## src/hw/dls_pkg.sv

```systemverilog
// Function
// - load mode held in bits 1:0, pointer 0x07
// - mode 00: written data reaches DAC at once
// - mode 01: data stays in input registers
// - mode 10: copy all, then mode becomes 01
// - pointer nibble 0101 selects DAC readback
// - readback word: 1, index, 12-bit value
// - DAC pointer 0001_0 plus 3-bit index
// - DAC write bytes land in input register
// - sequence write starts tracking first channel
// - one channel per transfer, ascending order
// - conversion starts at ACK before MSB
// - repeat restarts, else last result repeats
// - result word: 0, channel, 12-bit value
// - new sequence drops pending old channels
// - all sequence bits clear stops converting
// - sequence: repeat 9, temp 8, channels 7:0
// - repeat streams results until stop
//
// constants shared by the converter control block
// assumes nothing beyond the modules that import it
package dls_pkg;

   localparam int CH_N = 8;
   localparam int DAT_W = 12;
   localparam int IDX_W = 3;

   // pointer byte modes, bits 7:4
   localparam logic [3:0] PTR_CFG = 4'h0;
   localparam logic [3:0] PTR_DAC_WR = 4'h1;
   localparam logic [3:0] PTR_ADC_RD = 4'h4;
   localparam logic [3:0] PTR_DAC_RD = 4'h5;
   localparam int PTR_SEL_BIT = 3;

   // configuration register selectors, bits 3:0
   localparam logic [3:0] REG_SEQ = 4'h2;
   localparam logic [3:0] REG_LOAD = 4'h7;

   // load modes
   localparam logic [1:0] LM_AUTO = 2'h0;
   localparam logic [1:0] LM_HOLD = 2'h1;
   localparam logic [1:0] LM_ALL = 2'h2;
   localparam logic [1:0] LM_RST = LM_AUTO;

   // sequence register layout
   localparam int SEQ_W = 10;
   localparam int SEQ_REP = 9;
   localparam int SEQ_TEMP = 8;
   localparam logic [SEQ_W-1:0] SEQ_RST = 10'h000;

   // result word layout
   localparam int TAG_BIT = 15;
   localparam logic WORD_DAC = 1'b1;
   localparam logic WORD_ADC = 1'b0;

   localparam logic [2:0] BIT_LAST = 3'h7;
   localparam logic [15:0] WORD_ZERO = 16'h0000;

endpackage

```

## src/hw/dls_cnv_if.sv

```systemverilog
// signals between the serial engine and the two banks
// assumes one clock domain for all three modules
`timescale 1ns/10ps
interface dls_cnv_if;
   logic dac_wr;
   logic [2:0] dac_idx;
   logic [15:0] wr_word;
   logic mode_wr;
   logic [11:0] rd_data;
   logic [1:0] load_mode;
   logic seq_wr;
   logic conv_go;
   logic [15:0] result;
   logic [9:0] seq;
   modport ctl (output dac_wr, dac_idx, wr_word, mode_wr, seq_wr, conv_go,
      input rd_data, load_mode, result, seq);
   modport dac (input dac_wr, dac_idx, wr_word, mode_wr,
      output rd_data, load_mode);
   modport adc (input wr_word, seq_wr, conv_go, output result, seq);
endinterface

```

## src/hw/dls_dac_bank.sv

```systemverilog
// DAC input and output registers with load mode
// assumes strobes are one-cycle pulses on clk
`timescale 1ns/10ps
module dls_dac_bank
   import dls_pkg::*;
#(
   parameter int CH = CH_N
) (
   input wire logic clk,
   input wire logic rst_n,
   dls_cnv_if.dac cif,
   output logic [CH*DAT_W-1:0] dac_code
);
   typedef struct packed {
      logic [CH-1:0][DAT_W-1:0] inp;
      logic [CH-1:0][DAT_W-1:0] dac;
      logic [1:0] mode;
   } dls_dac_s;

   dls_dac_s q, d;

   always_comb begin
      d = q;
      if (cif.dac_wr) begin
         d.inp[cif.dac_idx] = cif.wr_word[DAT_W-1:0];
         if (q.mode == LM_AUTO) begin
            d.dac[cif.dac_idx] = cif.wr_word[DAT_W-1:0];
         end
      end
      if (cif.mode_wr) begin
         if (cif.wr_word[1:0] == LM_ALL) begin
            d.dac = q.inp;
            d.mode = LM_HOLD;
         end else begin
            d.mode = cif.wr_word[1:0];
         end
      end
   end

   always_ff @(posedge clk) begin
      if (!rst_n) begin
         q <= '{inp: '0, dac: '0, mode: LM_RST};
      end else begin
         q <= d;
      end
   end

   assign cif.rd_data = q.inp[cif.dac_idx];
   assign cif.load_mode = q.mode;
   assign dac_code = q.dac;
endmodule

```

## src/hw/dls_adc_seq.sv

```systemverilog
// channel sequencer tagging each result with its channel bits 2:0, so temperature tags as 0
// assumes sample is valid for the tracked channel
`timescale 1ns/10ps
module dls_adc_seq
   import dls_pkg::*;
(
   input wire logic clk,
   input wire logic rst_n,
   dls_cnv_if.adc cif,
   input wire logic [DAT_W-1:0] sample,
   output logic [3:0] channel,
   output logic convert
);
   typedef struct packed {
      logic [SEQ_W-1:0] seq;
      logic [8:0] pend;
      logic [15:0] res;
      logic [3:0] ch;
      logic go;
   } dls_adc_s;

   dls_adc_s q, d;
   logic [8:0] nxt;

   // lowest pending channel, temperature last
   function automatic logic [3:0] first_ch(input logic [8:0] p);
      logic [3:0] r;
      r = 4'h0;
      for (int i = 8; i >= 0; i--) begin
         if (p[i]) begin
            r = 4'(i);
         end
      end
      return r;
   endfunction

   always_comb begin
      d = q;
      d.go = 1'b0;
      nxt = q.pend & ~(9'h001 << q.ch);
      if (nxt == 9'h000 && q.seq[SEQ_REP]) begin
         nxt = q.seq[8:0];
      end
      if (cif.seq_wr) begin
         d.seq = cif.wr_word[SEQ_W-1:0];
         d.pend = cif.wr_word[8:0];
         d.ch = first_ch(cif.wr_word[8:0]);
      end else if (cif.conv_go && q.pend != 9'h000) begin
         d.go = 1'b1;
         d.res = {WORD_ADC, q.ch[2:0], sample};
         d.pend = nxt;
         if (nxt != 9'h000) begin
            d.ch = first_ch(nxt);
         end
      end
   end

   always_ff @(posedge clk) begin
      if (!rst_n) begin
         q <= '{seq: SEQ_RST, pend: '0, res: '0, ch: '0, go: 1'b0};
      end else begin
         q <= d;
      end
   end

   assign cif.result = q.res;
   assign cif.seq = q.seq;
   assign channel = q.ch;
   assign convert = q.go;
endmodule

```

## src/hw/dls_top.sv

```systemverilog
// two-wire serial slave in front of DAC bank and ADC sequencer
// assumes SCL and SDA_IN are asynchronous pins, SDA is open drain
`timescale 1ns/10ps
module dls_top
   import dls_pkg::*;
#(
   parameter logic [6:0] DEV_ADDR = 7'h10, // arbitrary
   parameter int CH = CH_N
) (
   input wire logic REF_CLK,
   input wire logic RESETN,
   input wire logic SCL,
   input wire logic SDA_IN,
   output logic SDA_OUT,
   output logic SDA_OE,
   input wire logic [DAT_W-1:0] ADC_SAMPLE,
   output logic [3:0] ADC_CHANNEL,
   output logic ADC_CONVERT,
   output logic [CH*DAT_W-1:0] DAC_CODE
);

   // ***************************************************
   // state
   // ***************************************************

   typedef enum logic [2:0] {
      ST_IDLE,
      ST_ADDR,
      ST_ADDR_ACK,
      ST_WR_BYTE,
      ST_WR_ACK,
      ST_RD_BYTE,
      ST_RD_ACK
   } dls_st_e;

   typedef struct packed {
      dls_st_e st;
      logic [2:0] scl_sy;
      logic [2:0] sda_sy;
      logic [2:0] cnt;
      logic got;
      logic [7:0] sh;
      logic rw;
      logic [1:0] wbyte;
      logic [7:0] ptr;
      logic [7:0] msb;
      logic [15:0] word;
      logic half;
      logic nack;
      logic sda_oe;
   } dls_ctl_s;

   dls_ctl_s q, d;

   dls_cnv_if cif ();

   logic scl_rise;
   logic scl_fall;
   logic bus_start;
   logic bus_stop;
   logic sda_bit;
   logic adc_ptr;
   logic [15:0] rd_word;
   logic dac_wr;
   logic mode_wr;
   logic seq_wr;
   logic conv_go;

   // ***************************************************
   // pin edges
   // ***************************************************

   assign sda_bit = q.sda_sy[1];
   assign scl_rise = q.scl_sy[1] & ~q.scl_sy[2];
   assign scl_fall = ~q.scl_sy[1] & q.scl_sy[2];
   assign bus_start = q.scl_sy[1] & q.scl_sy[2] & ~q.sda_sy[1] & q.sda_sy[2];
   assign bus_stop = q.scl_sy[1] & q.scl_sy[2] & q.sda_sy[1] & ~q.sda_sy[2];

   // ***************************************************
   // pointer decode
   // ***************************************************

   function automatic logic ptr_is_load(input logic [7:0] p);
      return (p[7:4] == PTR_CFG) && (p[3:0] == REG_LOAD);
   endfunction

   function automatic logic ptr_is_seq(input logic [7:0] p);
      return (p[7:4] == PTR_CFG) && (p[3:0] == REG_SEQ);
   endfunction

   // bit 3 set is not a DAC address
   function automatic logic ptr_is_dac_wr(input logic [7:0] p);
      return (p[7:4] == PTR_DAC_WR) && !p[PTR_SEL_BIT];
   endfunction

   // ***************************************************
   // read word source
   // ***************************************************

   assign adc_ptr = (q.ptr[7:4] == PTR_ADC_RD);

   always_comb begin
      unique case (q.ptr[7:4])
         PTR_DAC_RD: begin
            rd_word = {WORD_DAC, q.ptr[2:0], cif.rd_data};
         end
         PTR_ADC_RD: begin
            rd_word = cif.result;
         end
         PTR_CFG: begin
            if (ptr_is_load(q.ptr)) begin
               rd_word = {14'h0000, cif.load_mode};
            end else if (ptr_is_seq(q.ptr)) begin
               rd_word = {6'h00, cif.seq};
            end else begin
               rd_word = WORD_ZERO;
            end
         end
         default: begin
            rd_word = WORD_ZERO;
         end
      endcase
   end

   // ***************************************************
   // serial engine
   // ***************************************************

   always_comb begin
      d = q;
      dac_wr = 1'b0;
      mode_wr = 1'b0;
      seq_wr = 1'b0;
      conv_go = 1'b0;
      d.scl_sy = {q.scl_sy[1:0], SCL};
      d.sda_sy = {q.sda_sy[1:0], SDA_IN};
      if (bus_start) begin
         d.st = ST_ADDR;
         d.cnt = 3'h0;
         d.got = 1'b0;
         d.sda_oe = 1'b0;
      end else if (bus_stop) begin
         d.st = ST_IDLE;
         d.sda_oe = 1'b0;
      end else begin
         unique case (q.st)
            ST_IDLE: begin
               d.sda_oe = 1'b0;
            end
            ST_ADDR: begin
               if (scl_rise) begin
                  d.sh = {q.sh[6:0], sda_bit};
                  d.cnt = q.cnt + 3'h1;
                  d.got = (q.cnt == BIT_LAST);
               end else if (scl_fall && q.got) begin
                  d.got = 1'b0;
                  if (q.sh[7:1] == DEV_ADDR) begin
                     d.st = ST_ADDR_ACK;
                     d.sda_oe = 1'b1;
                     d.rw = q.sh[0];
                     d.wbyte = 2'h0;
                  end else begin
                     d.st = ST_IDLE;
                  end
               end
            end
            ST_ADDR_ACK: begin
               if (scl_rise && q.rw && adc_ptr) begin
                  conv_go = 1'b1;
               end
               if (scl_fall) begin
                  d.cnt = 3'h0;
                  if (q.rw) begin
                     d.st = ST_RD_BYTE;
                     d.word = rd_word;
                     d.sh = rd_word[15:8];
                     d.half = 1'b0;
                     d.sda_oe = ~rd_word[15];
                  end else begin
                     d.st = ST_WR_BYTE;
                     d.sda_oe = 1'b0;
                  end
               end
            end
            ST_WR_BYTE: begin
               if (scl_rise) begin
                  d.sh = {q.sh[6:0], sda_bit};
                  d.cnt = q.cnt + 3'h1;
                  d.got = (q.cnt == BIT_LAST);
               end else if (scl_fall && q.got) begin
                  d.got = 1'b0;
                  d.st = ST_WR_ACK;
                  d.sda_oe = 1'b1;
                  unique case (q.wbyte)
                     2'h0: begin
                        d.ptr = q.sh;
                        d.wbyte = 2'h1;
                     end
                     2'h1: begin
                        d.msb = q.sh;
                        d.wbyte = 2'h2;
                     end
                     default: begin
                        d.wbyte = 2'h1;
                        if (ptr_is_load(q.ptr)) begin
                           mode_wr = 1'b1;
                        end
                        if (ptr_is_seq(q.ptr)) begin
                           seq_wr = 1'b1;
                        end
                        if (ptr_is_dac_wr(q.ptr)) begin
                           dac_wr = 1'b1;
                        end
                     end
                  endcase
               end
            end
            ST_WR_ACK: begin
               if (scl_fall) begin
                  d.st = ST_WR_BYTE;
                  d.sda_oe = 1'b0;
                  d.cnt = 3'h0;
               end
            end
            ST_RD_BYTE: begin
               if (scl_fall) begin
                  d.cnt = q.cnt + 3'h1;
                  if (q.cnt == BIT_LAST) begin
                     d.st = ST_RD_ACK;
                     d.sda_oe = 1'b0;
                  end else begin
                     d.sh = {q.sh[6:0], 1'b0};
                     d.sda_oe = ~q.sh[6];
                  end
               end
            end
            ST_RD_ACK: begin
               if (scl_rise) begin
                  d.nack = sda_bit;
                  if (!sda_bit && q.half && adc_ptr) begin
                     conv_go = 1'b1;
                  end
               end else if (scl_fall) begin
                  d.cnt = 3'h0;
                  if (q.nack) begin
                     d.st = ST_IDLE;
                  end else if (!q.half) begin
                     d.st = ST_RD_BYTE;
                     d.sh = q.word[7:0];
                     d.half = 1'b1;
                     d.sda_oe = ~q.word[7];
                  end else begin
                     d.st = ST_RD_BYTE;
                     d.word = rd_word;
                     d.sh = rd_word[15:8];
                     d.half = 1'b0;
                     d.sda_oe = ~rd_word[15];
                  end
               end
            end
         endcase
      end
   end

   always_ff @(posedge REF_CLK) begin
      if (!RESETN) begin
         q <= '{st: ST_IDLE, scl_sy: 3'h7, sda_sy: 3'h7, cnt: '0, got: 1'b0,
            sh: '0, rw: 1'b0, wbyte: '0, ptr: '0, msb: '0, word: '0,
            half: 1'b0, nack: 1'b0, sda_oe: 1'b0};
      end else begin
         q <= d;
      end
   end

   // ***************************************************
   // bank connections
   // ***************************************************

   assign cif.dac_wr = dac_wr;
   assign cif.mode_wr = mode_wr;
   assign cif.seq_wr = seq_wr;
   assign cif.conv_go = conv_go;
   assign cif.dac_idx = q.ptr[2:0];
   assign cif.wr_word = {q.msb, q.sh};

   dls_dac_bank #(
      .CH(CH)
   ) u_dac (
      .clk(REF_CLK),
      .rst_n(RESETN),
      .cif(cif.dac),
      .dac_code(DAC_CODE)
   );

   dls_adc_seq u_adc (
      .clk(REF_CLK),
      .rst_n(RESETN),
      .cif(cif.adc),
      .sample(ADC_SAMPLE),
      .channel(ADC_CHANNEL),
      .convert(ADC_CONVERT)
   );

   assign SDA_OUT = 1'b0;
   assign SDA_OE = q.sda_oe;
endmodule

```

## config.mk

```make
export PLATFORM = sky130hd
export DESIGN_NAME = dls_top
export DESIGN_NICKNAME = d
export VERILOG_FILES = /design/src/hw/dls_pkg.sv /design/src/hw/dls_cnv_if.sv /design/src/hw/dls_dac_bank.sv /design/src/hw/dls_adc_seq.sv /design/src/hw/dls_top.sv
export SDC_FILE = /design/constraint.sdc
export NUM_CORES = 1
export LEC_CHECK = 0
export BUFFER_PORTS_ARGS = -buffer_cell sky130_fd_sc_hd__buf_4
export CORE_ASPECT_RATIO = 0.75
export CORE_MARGIN = 2
export CORE_UTILIZATION = 45
export CTS_CLUSTER_SIZE = 10
export DETAILED_ROUTE_END_ITERATION = 10
export GPL_ROUTABILITY_DRIVEN = 0
export SYNTH_ARGS = -nofsm -noshare
export SYNTH_HDL_FRONTEND = slang
export SYNTH_SLANG_ARGS = --single-unit
```

## constraint.sdc

```tcl
create_clock -name REF_CLK -period 3.4 [get_ports REF_CLK]
set_clock_uncertainty 0.15 [all_clocks]
set_input_delay 0.34 -clock REF_CLK [delete_from_list [all_inputs] [get_ports REF_CLK]]
set_output_delay 0.34 -clock REF_CLK [all_outputs]
set_load 0.03 [all_outputs]
```

==> results.md <==
* Placeable Area at 30,350 sq um
* DRC violations left at 0
* Root Driver: clkbuf_16
* DR pass1 iterations at 5
* Final WL at between 40 and 50 mm
* Final global-route overflow total at 0
* Final Hold Vio Count at 0
* CP max-delay cell: dfxtp_1
* Layout cell share with drive strength beyond 1 at between 10 and 15%
* Startpoint Class: flip-flop
* Clock buffer count from CTS at 34
* Crit-path leading delay family: compound AO/OA/AOI/OAI gates
* CTS resizes at 0
* Worst-margin pin slew at 1.302 ns
* Maximum capacitance violations at 0
* Final nets at 1,767
* Final setup fails at 0
* Mapped Cells at 1,780
* WP data required at 3.66 ns
* Placed cells at 2,098
* Slew Viols, Final at 0
* Sequential cell area fraction in the yosys report at 40.15%
* Pleak at approximately 5.5 nW
* Port bufs at 117
* Post-synth EDFFs at 0
* Overall power at 6.701 mW
* CP Class: reg2reg
* Mapped Nets at around 1,800
* FILL cells at between 2,000 and 3,000
* Buf/Inv on CP at 0
* Synth cell types at slightly below 70
* Chip Height at roughly 160 um
* Worst Hold Class: in2reg
* Post-Syn Area at 13,960 sq um
* Status: completed
* Total negative setup slack at 0 ns
* Post-synth ARST share at 0%
* RSZ-0062 raised after global routing: false
* YS warnings at 0
* Peak VDD IR at 0.3508 mV
* Tcrit/Tclk final at just under 90%
* Number of diodes at 0
* Final hold slack at 0.02022 ns
* Syn avg cell area at slightly below 8 sq um
* Crit Path Max Fanout at 13
* # IOs at 119
* Largest net degree at the start of global routing at 193
* Drt wl/cell at about 20 um
* Die area at 32,460 sq um
* Initial drt markers at 1,519
* CTS tree: done
* CP peak stage delay at ~0.6 ns
* First-pass GRT wire length at 67.96 mm
* Detail-routed via count per cell at 5.897
* Initial antenna violation count at 0
* DP Wirelength at 29.84 mm
* Clock-pin slew on the worst setup and hold paths at 0.06 ns
* Seq cells post-synth at 280
* Max clock buf depth at 3
* Worst skew pair latency at slightly above 0.5 ns
* Fmax achieved at 331.5 MHz
* Fin crit period at 3.016 ns
* Slew HR at 13.06%
* Critical path capture point type: flip-flop
* Die width at 207.4 um
* Total track usage at 26.36%
* Crit-path cells: mux2_2, o32a_1, nor4_2, a32o_1, nand2b_1, o311ai_1, a221oi_2
* FP Rows at 55
* Synth Flop Type: dfxtp_1
* Antenna Nets Post-Route at 0
* PwrDens at 430.2 nW/um^2
* Synth-to-layout area growth at 11.56%
* H-tree depth at 2
* Layout Cells excl Fill at 2,155
* Routed vias at 12,708
* Vias in the first global route at 11,522
* CTS Sinks at 280
* Worst EP arrival at 3.28 ns
* Initial cell density of the core at 46.00%
==> what timing repair did <==
item | CTS | global route
hold buffers | 14 | 0
hold endpoints to repair | 14 | 0
buffers inserted | 0 | 0
==> kinds of logic after synthesis <==
family | synth area share (%)
AND/OR/NAND/NOR | 21.76
AO/OA/AOI/OAI | 19.80
flip-flops | 40.15
buffers and inverters | 10.31
multiplexers | 7.716
adder cells (fa/ha/maj) | 0.1792
other | 0.02686
XOR/XNOR | 0.06275
==> cells in the final DEF (no fill, tap or decap), types with 11 or more instances in the layout <==
master,n
buf_4,176
a31oi_1,18
a311oi_1,50
nand2_1,372
a22oi_1,14
dlygate4sd3_1,14
dfxtp_1,279
nor3_1,20
a21oi_1,147
mux2_2,16
clkbuf_16,37
nand2b_1,23
nor2b_1,14
and2_1,11
nand3_1,60
mux2i_1,87
o21ai_0,51
nor2_1,164
a211oi_1,52
==> cell type report <==
type / count / area, sq um / area share, %
multi-input cells: 1229 / 6950 / 44.63
flip-flops and latches: 280 / 5607 / 36.00
repair buffers: 193 / 1521 / 9.769
clock buffers: 41 / 940.9 / 6.041
well taps: 399 / 499.2 / 3.205
inverters: 11 / 46.29 / 0.2972
clock inverters: 2 / 10.01 / 0.06427
==> final timing paths <==
check | startpoint | to | slack (ns) | depth (start not counted)
worst min register to register | d[54]$_SDFF_PN1_ | d[55]$_SDFF_PN1_ | 0.25 | 1
worst max-delay path | u_adc.channel[0]$_SDFFE_PN0P_ | u_adc.channel[0]$_SDFFE_PN0P_ | 0.38 | 7
worst max register to register | u_adc.channel[0]$_SDFFE_PN0P_ | u_adc.channel[0]$_SDFFE_PN0P_ | 0.38 | 7
worst min-delay path | RESETN | q[52]$_SDFF_PN1_ | 0.02 | 2
==> synthesized netlist by cell type, drive strengths merged, types with 2 or more instances <==
library cell	count	area, sq um
nor2b	14	87.58
buf	121	875.8
o32a	3	30.03
nor2	165	619.3
nand4	8	50.05
or2	5	31.28
inv	11	41.29
mux2	18	206.4
and3	5	31.28
a222oi	8	80.08
a2bb2oi	2	17.52
o31ai	9	67.56
and2	11	68.82
a22oi	14	105.1
or3	2	12.51
a31oi	18	112.6
and4	2	17.52
a211oi	52	390.4
o41ai	2	17.52
mux2i	87	870.8
a21boi	2	15.02
a221o	10	100.1
o32ai	2	17.52
o22a	2	17.52
o311ai	2	17.52
a211o	3	26.28
nor4	8	75.07
a221oi	11	102.6
nor3	25	150.1
ha	2	25.02
or4	2	18.77
nand2b	23	143.9
a21oi	147	735.7
clkbuf	139	521.8
nand4b	2	17.52
nand2	372	1396
dfxtp	280	5605
a311oi	50	437.9
a32o	2	20.02
o31a	2	17.52
a22o	10	87.58
o21ai	54	274.0
nand3	60	300.3
==> where the power goes <==
group	total, mW	switching (mW)	leakage [nW]	internal [mW]
combinational	0.140	0.0894	2.79	0.0511
clock	3.26	1.34	0.468	1.92
sequential	3.30	0.00830	2.26	3.29
==> per-layer routing <==
layer  GRT usage (%)  routed length [um]  up-vias  share of wire [%]
li1                -                   -     6037                  -
met1           39.79               20730     6046                 47
met2           37.81               18420      567                 42
met3           5.017                3997       58                9.1
met4           7.381                 886        0                2.0
met5               0                   0        -                  0
==> through the flow <==
stage / area, sq um / utilization (%) / setup slack [ns]
2_1_floorplan: 13960 / - / 0.7944
3_3_place_gp: 14480 / 47.73 / 0.4981
3_5_place_dp: 14480 / 47.73 / 0.4179
4_1_cts: 15570 / 51.32 / 0.4124
5_1_grt: 15570 / 51.32 / 0.1937
6_report: 15570 / 51.32 / 0.3836
==> sequential cells by signal (all words and copies together) (netlist names), 2 cells and up <==
register             flops
u_adc.cif.seq           10
d                        4
u_adc.cif.result        15
cif.dac_idx              3
u_adc.q                  9
q                       27
cif.wr_word             12
u_dac.dac_code          96
u_dac.q                 96
u_adc.channel            4
u_dac.cif.load_mode      2
(Power assumes the default switching activity.)
